<file path="src/rtl/door_fault_pkg.sv">
// constants, codes and state encodings of the door fault status manager.
// assumes a 40 MHz core clock; all figures are shared by the rtl files.
package door_fault_pkg;

   // ----------------------------------------------------------------
   // timing
   // ----------------------------------------------------------------
   localparam int unsigned CLK_HZ = 40_000_000;
   localparam int unsigned TICK_US = 1000;
   localparam int unsigned TICK_CYC = CLK_HZ / 1_000_000 * TICK_US;
   localparam int unsigned MOVE_MAX_S = 65;
   localparam int unsigned MOVE_MAX_MS = MOVE_MAX_S * 1000;
   localparam int unsigned PROT_S = 5;
   localparam int unsigned PROT_MS = PROT_S * 1000;
   localparam logic [1:0] INIT_LOAD = 2'h3;

   // ----------------------------------------------------------------
   // fault vector layout, lowest index has highest display priority
   // ----------------------------------------------------------------
   localparam int F_SYS = 0;
   localparam int F_MOVE = 1;
   localparam int F_MOTOR = 2;
   localparam int F_PULSE = 3;
   localparam int F_SAFETY = 4;
   localparam int F_OVERCUR = 5;
   localparam int F_MASS = 11;
   localparam int NUM_FAULTS = 12;
   localparam int NUM_HW = 10;
   localparam int ACK_BIT = 7;
   localparam logic [3:0] FBLK_FN_ACK = 4'h3;

   // ----------------------------------------------------------------
   // display codes
   // ----------------------------------------------------------------
   localparam logic [7:0] CODE_OK = 8'h30;
   localparam logic [7:0] CODE_4 = 8'h34;
   localparam logic [7:0] CODE_5 = 8'h35;
   localparam logic [7:0] CODE_6 = 8'h36;
   localparam logic [7:0] CODE_7 = 8'h37;
   localparam logic [7:0] CODE_P = 8'h50;
   localparam logic [7:0] CODE_Y = 8'h79;
   localparam logic [7:0] CODE_NOPAR = 8'h5f;
   localparam logic [7:0] CODE_A = 8'h61;
   localparam logic [7:0] CODE_U = 8'h55;
   localparam logic [7:0] FAULT_CODE [NUM_FAULTS] = '{
      8'h31, 8'h34, 8'h35, 8'h37, 8'h38, 8'h39,
      8'h45, 8'h46, 8'h6e, 8'h4c, 8'h74, 8'h55};

   localparam logic [1:0] CLS_OK = 2'h0;
   localparam logic [1:0] CLS_INFO = 2'h1;
   localparam logic [1:0] CLS_ALARM = 2'h2;
   localparam logic [1:0] CLS_FAULT = 2'h3;

   typedef enum logic [3:0] {
      ST_RUN = 4'h1,
      ST_FAULT = 4'h2,
      ST_WAIT = 4'h4,
      ST_RESET = 4'h8
   } mgr_state_t;

endpackage : door_fault_pkg

</file>
<file path="src/rtl/pin_sync.sv">
// two flip-flop synchroniser for a bundle of pin levels.
// assumes each bit is a slow level; multi-bit fields must be held stable.
`timescale 1ns/10ps
`default_nettype none
module pin_sync #(
   parameter int W = 8
) (
   input wire logic core_clk_i,
   input wire logic resetn_i,
   input wire logic [W-1:0] pin_i,
   output logic [W-1:0] sync_o
);

   logic [W-1:0] meta_ff;
   logic [W-1:0] sync_ff;

   // only the second stage is visible to the rest of the block
   always_ff @(posedge core_clk_i or negedge resetn_i) begin
      if (!resetn_i) begin
         meta_ff <= '0;
         sync_ff <= '0;
      end else begin
         meta_ff <= pin_i;
         sync_ff <= meta_ff;
      end
   end

   assign sync_o = sync_ff;

endmodule : pin_sync
`default_nettype wire

</file>
<file path="src/rtl/door_fault_mgr.sv">
// fault, alarm and info status manager of the door drive controller.
// assumes pin levels are asynchronous; control word and function block
// outputs come from logic on core_clk_i.
`timescale 1ns/10ps
`default_nettype none
module door_fault_mgr #(
   parameter int DW = 4,
   parameter int unsigned TICK_CYC = door_fault_pkg::TICK_CYC,
   parameter int unsigned MOVE_MS = door_fault_pkg::MOVE_MAX_MS,
   parameter int unsigned PROT_MS = door_fault_pkg::PROT_MS
) (
   input wire logic core_clk_i,
   input wire logic resetn_i,
   input wire logic move_active_i,
   input wire logic [3:0] motor_type_i,
   input wire logic [3:0] nv_type_i,
   input wire logic nv_valid_i,
   input wire logic learn_run_i,
   input wire logic learn_ok_i,
   input wire logic learn_err_i,
   input wire logic params_valid_i,
   input wire logic [9:0] hw_fault_i,
   input wire logic hold_extend_i,
   input wire logic comm_timeout_i,
   input wire logic [1:0] disc_err_i,
   input wire logic [DW-1:0] disc_block_zero_i,
   input wire logic [DW-1:0] disc_block_two_i,
   input wire logic obstruct_close_i,
   input wire logic ack_term_i,
   input wire logic free_fblk_out_i,
   input wire logic [3:0] free_fblk_fn_i,
   input wire logic [15:0] first_control_word_i,
   output logic [7:0] status_code_o,
   output logic [1:0] status_class_o,
   output logic fault_latched_o,
   output logic reset_wait_o,
   output logic ctrl_reset_o
);

   // ----------------------------------------------------------------
   // pin synchronisation
   // ----------------------------------------------------------------
   localparam int SW = 30 + 2 * DW;
   logic [SW-1:0] pins;
   logic [SW-1:0] pins_s;

   assign pins = {move_active_i, motor_type_i, nv_type_i, nv_valid_i,
                  learn_run_i, learn_ok_i, learn_err_i, params_valid_i,
                  hw_fault_i, hold_extend_i, comm_timeout_i, disc_err_i,
                  disc_block_zero_i, disc_block_two_i, obstruct_close_i,
                  ack_term_i};

   pin_sync #(.W(SW)) u_sync (
      .core_clk_i(core_clk_i),
      .resetn_i(resetn_i),
      .pin_i(pins),
      .sync_o(pins_s)
   );

   wire move_s = pins_s[SW-1];
   wire [3:0] mtype_s = pins_s[SW-2 -: 4];
   wire [3:0] nvt_s = pins_s[SW-6 -: 4];
   wire nvv_s = pins_s[SW-10];
   wire lrun_s = pins_s[SW-11];
   wire lok_s = pins_s[SW-12];
   wire lerr_s = pins_s[SW-13];
   wire pval_s = pins_s[SW-14];
   wire [9:0] hw_s = pins_s[SW-15 -: 10];
   wire hold_s = pins_s[SW-25];
   wire comm_s = pins_s[SW-26];
   wire [1:0] derr_s = pins_s[SW-27 -: 2];
   wire [DW-1:0] d0_s = pins_s[2*DW+1 -: DW];
   wire [DW-1:0] d1_s = pins_s[DW+1 -: DW];
   wire obst_s = pins_s[1];
   wire term_s = pins_s[0];

   // ----------------------------------------------------------------
   // millisecond tick
   // ----------------------------------------------------------------
   logic [15:0] tick_cnt_ff;
   logic tick_ff;
   wire tick_wrap = tick_cnt_ff == 16'(TICK_CYC - 1);

   always_ff @(posedge core_clk_i or negedge resetn_i) begin
      if (!resetn_i) begin
         tick_cnt_ff <= '0;
         tick_ff <= 1'b0;
      end else begin
         tick_cnt_ff <= tick_wrap ? 16'h0000 : tick_cnt_ff + 16'h0001;
         tick_ff <= tick_wrap;
      end
   end

   // ----------------------------------------------------------------
   // movement duration, counts whole ticks so the limit is never early
   // ----------------------------------------------------------------
   logic [16:0] move_ms_ff;
   wire move_over = move_ms_ff > 17'(MOVE_MS);

   always_ff @(posedge core_clk_i or negedge resetn_i) begin
      if (!resetn_i) begin
         move_ms_ff <= '0;
      end else if (!move_s) begin
         move_ms_ff <= '0;
      end else if (tick_ff && !move_over) begin
         move_ms_ff <= move_ms_ff + 17'h00001;
      end
   end

   // ----------------------------------------------------------------
   // learned motor type, loaded from storage once synchronisers settle
   // ----------------------------------------------------------------
   logic [1:0] init_cnt_ff;
   logic init_done_ff;
   logic [3:0] learned_type_ff;
   logic learned_valid_ff;
   logic lok_ff;
   logic lrun_ff;
   wire learn_ok_rise = lok_s && !lok_ff;
   wire learn_start = lrun_s && !lrun_ff;

   always_ff @(posedge core_clk_i or negedge resetn_i) begin
      if (!resetn_i) begin
         init_cnt_ff <= '0;
         init_done_ff <= 1'b0;
         learned_type_ff <= '0;
         learned_valid_ff <= 1'b0;
         lok_ff <= 1'b0;
         lrun_ff <= 1'b0;
      end else begin
         lok_ff <= lok_s;
         lrun_ff <= lrun_s;
         if (!init_done_ff) begin
            init_cnt_ff <= init_cnt_ff + 2'h1;
         end
         if (!init_done_ff && init_cnt_ff == door_fault_pkg::INIT_LOAD) begin
            init_done_ff <= 1'b1;
            learned_type_ff <= nvt_s;
            learned_valid_ff <= nvv_s;
         end else if (init_done_ff && learn_ok_rise) begin
            learned_type_ff <= mtype_s;
            learned_valid_ff <= 1'b1;
         end
      end
   end

   wire motor_undef = init_done_ff && !learned_valid_ff;
   wire motor_new = init_done_ff && learned_valid_ff
                    && mtype_s != learned_type_ff;

   // ----------------------------------------------------------------
   // acknowledgement sources
   // ----------------------------------------------------------------
   logic ack_any_ff;
   wire fblk_ack = free_fblk_out_i
                   && free_fblk_fn_i == door_fault_pkg::FBLK_FN_ACK;
   wire cw_ack = first_control_word_i[door_fault_pkg::ACK_BIT];
   wire ack_any = term_s || fblk_ack || cw_ack;
   // edge only, so a held request cannot swallow later faults
   wire ack_req = ack_any && !ack_any_ff;

   // ----------------------------------------------------------------
   // fault latch and sequence
   // ----------------------------------------------------------------
   logic [door_fault_pkg::NUM_FAULTS-1:0] fault_ff;
   door_fault_pkg::mgr_state_t state_ff;
   door_fault_pkg::mgr_state_t nxt_state;
   logic [15:0] prot_ms_ff;
   logic ctrl_reset_ff;
   logic [door_fault_pkg::NUM_FAULTS-1:0] fault_src;

   assign fault_src = {hw_s[9:1], motor_undef, move_over, hw_s[0]};

   wire fault_any = |fault_ff;
   wire ack_take = state_ff == door_fault_pkg::ST_FAULT && ack_req;
   wire prot_done = state_ff == door_fault_pkg::ST_WAIT && tick_ff
                    && prot_ms_ff == 16'(PROT_MS);

   always_comb begin
      case (state_ff)
         door_fault_pkg::ST_RUN:
            nxt_state = fault_any ? door_fault_pkg::ST_FAULT
                                  : door_fault_pkg::ST_RUN;
         door_fault_pkg::ST_FAULT:
            nxt_state = ack_take ? door_fault_pkg::ST_WAIT
                                 : door_fault_pkg::ST_FAULT;
         door_fault_pkg::ST_WAIT:
            nxt_state = prot_done ? door_fault_pkg::ST_RESET
                                  : door_fault_pkg::ST_WAIT;
         default:
            nxt_state = door_fault_pkg::ST_RUN;
      endcase
   end

   always_ff @(posedge core_clk_i or negedge resetn_i) begin
      if (!resetn_i) begin
         fault_ff <= '0;
         state_ff <= door_fault_pkg::ST_RUN;
         prot_ms_ff <= '0;
         ctrl_reset_ff <= 1'b0;
         ack_any_ff <= 1'b0;
      end else begin
         ack_any_ff <= ack_any;
         // a fault still present re-latches over the clear
         fault_ff <= (ack_take ? '0 : fault_ff) | fault_src;
         state_ff <= nxt_state;
         if (state_ff != door_fault_pkg::ST_WAIT) begin
            prot_ms_ff <= '0;
         end else if (tick_ff) begin
            prot_ms_ff <= prot_ms_ff + 16'h0001;
         end
         ctrl_reset_ff <= prot_done;
      end
   end

   // ----------------------------------------------------------------
   // alarms
   // ----------------------------------------------------------------
   logic learn_err_ff;
   logic [1:0] alarm_disc_ff;
   wire [DW-1:0] disc_in [2];

   assign disc_in[0] = d0_s;
   assign disc_in[1] = d1_s;

   always_ff @(posedge core_clk_i or negedge resetn_i) begin
      if (!resetn_i) begin
         learn_err_ff <= 1'b0;
      end else begin
         // cleared by a new learn run, set wins
         learn_err_ff <= (learn_err_ff && !learn_start)
                         || (lrun_s && lerr_s);
      end
   end

   for (genvar g = 0; g < 2; g++) begin : g_disc
      wire agree = disc_in[g] == '0 || disc_in[g] == '1;
      always_ff @(posedge core_clk_i or negedge resetn_i) begin
         if (!resetn_i) begin
            alarm_disc_ff[g] <= 1'b0;
         end else begin
            alarm_disc_ff[g] <= (alarm_disc_ff[g] && !agree)
                                || derr_s[g];
         end
      end
   end

   // ----------------------------------------------------------------
   // status code selection
   // ----------------------------------------------------------------
   logic [7:0] fault_code;

   always_comb begin
      fault_code = door_fault_pkg::CODE_OK;
      for (int i = door_fault_pkg::NUM_FAULTS - 1; i >= 0; i--) begin
         if (fault_ff[i]) begin
            fault_code = door_fault_pkg::FAULT_CODE[i];
         end
      end
   end

   wire alarm_any = hold_s || motor_new || learn_err_ff || comm_s
                    || !pval_s || (|alarm_disc_ff);
   wire [7:0] alarm_code =
      hold_s ? door_fault_pkg::CODE_4 :
      motor_new ? door_fault_pkg::CODE_5 :
      learn_err_ff ? door_fault_pkg::CODE_P :
      comm_s ? door_fault_pkg::CODE_Y :
      !pval_s ? door_fault_pkg::CODE_NOPAR :
      door_fault_pkg::CODE_A;
   wire [7:0] nxt_code = fault_any ? fault_code :
                         alarm_any ? alarm_code :
                         obst_s ? door_fault_pkg::CODE_6 :
                         door_fault_pkg::CODE_OK;
   wire [1:0] nxt_class = fault_any ? door_fault_pkg::CLS_FAULT :
                          alarm_any ? door_fault_pkg::CLS_ALARM :
                          obst_s ? door_fault_pkg::CLS_INFO :
                          door_fault_pkg::CLS_OK;

   logic [7:0] code_ff;
   logic [1:0] class_ff;
   logic latched_ff;
   logic wait_ff;

   always_ff @(posedge core_clk_i or negedge resetn_i) begin
      if (!resetn_i) begin
         code_ff <= door_fault_pkg::CODE_OK;
         class_ff <= door_fault_pkg::CLS_OK;
         latched_ff <= 1'b0;
         wait_ff <= 1'b0;
      end else begin
         code_ff <= nxt_code;
         class_ff <= nxt_class;
         latched_ff <= fault_any;
         wait_ff <= nxt_state == door_fault_pkg::ST_WAIT;
      end
   end

   assign status_code_o = code_ff;
   assign status_class_o = class_ff;
   assign fault_latched_o = latched_ff;
   assign reset_wait_o = wait_ff;
   assign ctrl_reset_o = ctrl_reset_ff;
endmodule : door_fault_mgr
`default_nettype wire

</file>
<file path="config.mk">
export PLATFORM = sky130hd
export DESIGN_NAME = door_fault_mgr
export DESIGN_NICKNAME = d
export VERILOG_FILES = /design/src/rtl/door_fault_pkg.sv /design/src/rtl/pin_sync.sv /design/src/rtl/door_fault_mgr.sv
export SDC_FILE = /design/constraint.sdc
export NUM_CORES = 1
export LEC_CHECK = 0
export ABC_AREA = 1
export BUFFER_PORTS_ARGS = -buffer_cell sky130_fd_sc_hd__buf_2
export CORE_UTILIZATION = 55
export CTS_CLUSTER_SIZE = 14
export DETAILED_ROUTE_END_ITERATION = 6
export PLACE_DENSITY = 0.79
export SYNTH_ARGS = -nofsm -noshare
export SYNTH_HDL_FRONTEND = slang
export SYNTH_SLANG_ARGS = --single-unit
</file>
<file path="constraint.sdc">
create_clock -name core_clk_i -period 2.1 [get_ports core_clk_i]
set_clock_uncertainty 0.15 [all_clocks]
set_input_delay 0.105 -clock core_clk_i [delete_from_list [all_inputs] [get_ports core_clk_i]]
set_output_delay 0.105 -clock core_clk_i [all_outputs]
set_load 0.1 [all_outputs]
</file>
==> impl_results.md <==
- Final setup viols: 0
- Final Slew Violations: 0
- First DRT Iteration DRCs: 289
- Gate Count Post-Synth: 657
- Full die area: 12630 µm²
- Sequential share of the synthesized area: 62.78%
- Outcome: complete, no violations
- Crit path max fanout: 4
- RR Endpoint: tick_cnt_ff[14]$_DFF_PN0_
- Die Ht: 112.4 µm
- Routability cong.: 0.8706
- Synth area leaders: dfrtp_1 62%, nand2_1 6.0%, inv_1 4.8%
- Fin nets: 840
- Async SR Flop Fraction: 100.0%
- Worst Hold Class: input pin to async pin
- Tcrit/Tclk final: 91.43%
- Largest net degree at the start of global routing: 56
- Ports: 74
- Leakage power: 3.994 nW
- Initial antenna violation count: 0
- Peak Freq: 520.8 MHz
- DR WL/cell: 14.34 µm
- Setup TNS: 0 ns
- Core area: 11660 µm²
- Clk buf depth: 2
- Most frequent cells in the layout: 165 x dfrtp_1, 108 x nand2_1, 85 x inv_1, 60 x nor2_1, 56 x buf_2
- Required time worst endpoint: 2.26 ns
- Postcts setup bufs: 0
- MaxCap Viol Count: 0
- Vias per cell: 5.284
- Count of cell types in the netlist: 45
- Hold buffers post-CTS: 41
- Synth warnings: 0
- R2R depth: 7
- Area grow syn2layout: 22.57%
- Seq cells post-synth: 168
- Antenna diodes: 0
- Hpwl dp: 8.719 mm
- Number of global-route vias before repair: 4996
- GRT Residual Overflow: 0
- Largest area contributor in the netlist: dfrtp_1
- Final ANT Viol Nets: 0
- Total CTS buffers: 17
- H-tree levels: 4
- DR pass1 iterations: 5
- R2r startpoint: tick_cnt_ff[0]$_DFF_PN0_
- Worst-margin pin slew: 0.5692 ns
- DRT Wirelength: 13.32 mm
- End of the critical path: tick_cnt_ff[14]$_DFF_PN0_
- Crit path max-delay cell type: dfrtp_1
- Clock-pin slew on the worst setup and hold paths: 0.06 ns
- Post_cts resized: 0
- Cell Rows: 39
- Max-slew headroom: 61.76%
- Die Wd: 112.4 µm
- GRT Util Overall: 23.43%
- Layout cells sized above 1: 16.41%
- Fin util: 70.44%
- Worst path arrival time: 2.08 ns
- CTS Sinks: 168
- Finished Layout Cells: 929
- Critical path capture point type: flop
- Setup CP Type: flop to flop
- Syn_area_per_cell: 10.20 µm²
- Synth top area share: 61.60%
- Peak supply drop: 0.001109 V
- CTS tree: built
- CP Launch Type: flop
- Clk Latency, worst-skew pair: 0.42 ns
- Root Driver: clkbuf_16
- Global-route wire length before repair: 22.83 mm
- Dpl cells: 856
- Crit. Startpoint: tick_cnt_ff[0]$_DFF_PN0_
- Vias: 4909
- DRC viols: 0
- Commonest non-fill, non-tap cell in the layout: dfrtp_1
- EDFF count, synth: 0
- CP max stage delay: 0.41 ns
- Main synth FF type: dfrtp_1
- Synthesized area: 6703 µm²
- Starting Density: 57.47%
- Fin crit period: 1.920 ns
- Worst reg2reg setup slack: 0.18 ns
- Crit-path cells: ha_1 -> nand2_1 -> inv_1 -> nand2_2 -> nor4_1 -> nand4_1 -> xor2_1
- Mapped Nets: 724
- Unrepaired setup endpoints after global routing: false
- I/O Buffers: 57
- Final hold vios: 0
- Pwr dens: 878.4 nW/µm²
area by class of cell:
type | count | area, µm²
clock buffers | 21 | 450.4
clock inverters | 11 | 171.4
fillers | 805 | 3447
inverters | 91 | 344.1
multi-input cells | 389 | 2088
flip-flops and latches | 168 | 4208
well taps | 143 | 178.9
repair buffers | 106 | 774.5
critical path: cells and delay by family, from the launching register on:
family / cells / cell delay (ns)
xor+xnor: 1 / 0.18
fa+ha+maj: 1 / 0.20
buf+inv: 1 / 0.12
flops: 1 / 0.41
simple gates: 4 / 0.76
how the worst min path moves through the flow:
stage	startpoint	endpoint	cells past startpoint
final	resetn_i	prot_ms_ff[9]$_DFFE_PN0P_	2
after global routing	resetn_i	prot_ms_ff[8]$_DFFE_PN0P_	2
after CTS	resetn_i	prot_ms_ff[8]$_DFFE_PN0P_	2
after detailed placement	resetn_i	ctrl_reset_o$_DFF_PN0_	1
after global placement	resetn_i	prot_ms_ff[6]$_DFFE_PN0P_	1
after floorplan	resetn_i	ack_any_ff$_DFF_PN0_	0
cell families (layout without fill, tap and decap cells):
logic type	Yosys count	in the layout	share of synthesized area (%)
other	1	1	0.05595
xor gates and xnor gates	22	22	2.875
AOI/OAI and AO/OA	73	73	6.851
and+or+nand+nor	287	287	20.25
adders and majority gates	6	6	1.120
DFF	168	168	62.78
buffers and inverters	100	229	6.067
per-stage QoR:
stage | worst slack [ns] | power (W) | hold WS [ns] | cell area (µm²)
2_1_floorplan | 0.5411 | 0.003764 | -0.3406 | 6703
3_3_place_gp | 0.3078 | 0.003927 | -0.1079 | 7183
3_5_place_dp | 0.2469 | 0.003964 | -0.09897 | 7183
4_1_cts | 0.2042 | 0.007271 | 0.01960 | 8215
5_1_grt | 0.07663 | 0.007492 | 0.03735 | 8215
6_report | 0.1800 | 0.007216 | 0.01318 | 8215
sequential cells by signal (all words and copies together) (netlist names), 2 cells and up:
name,cells
move_ms_ff,17
state_ff,4
alarm_disc_ff,2
status_code_o,7
status_class_o,2
u_sync.sync_o,38
fault_ff,12
learned_type_ff,4
init_cnt_ff,2
prot_ms_ff,16
tick_cnt_ff,16
u_sync.meta_ff,38
power by group:
| part | internal [W] | switching, W | leakage, nW |
|---|---|---|---|
| registers | 0.00340 | 0.0000791 | 2.03 |
| logic | 0.000179 | 0.000311 | 1.66 |
| clock network | 0.00203 | 0.00122 | 0.298 |
| total | 0.00561 | 0.00161 | 3.99 |
layer usage:
layer / vias up / part of all wire, % / track usage [%]
met4: 0 / 1.9 / 9.067
met3: 26 / 4.4 / 6.425
met2: 147 / 51 / 39.46
met5: - / 0 / 0
met1: 2378 / 43 / 29.01
li1: 2358 / - / -
Yosys cell counts (all sizes together), types with 6 or more instances:
master	number
ha	6
a21oi	17
o21ai	28
nand2	122
xor2	17
dfrtp	165
buf	7
nand4	18
nor3	23
nand3	48
nor4	6
inv	89
o21bai	15
nor2	64
(Power assumes the default switching activity.)
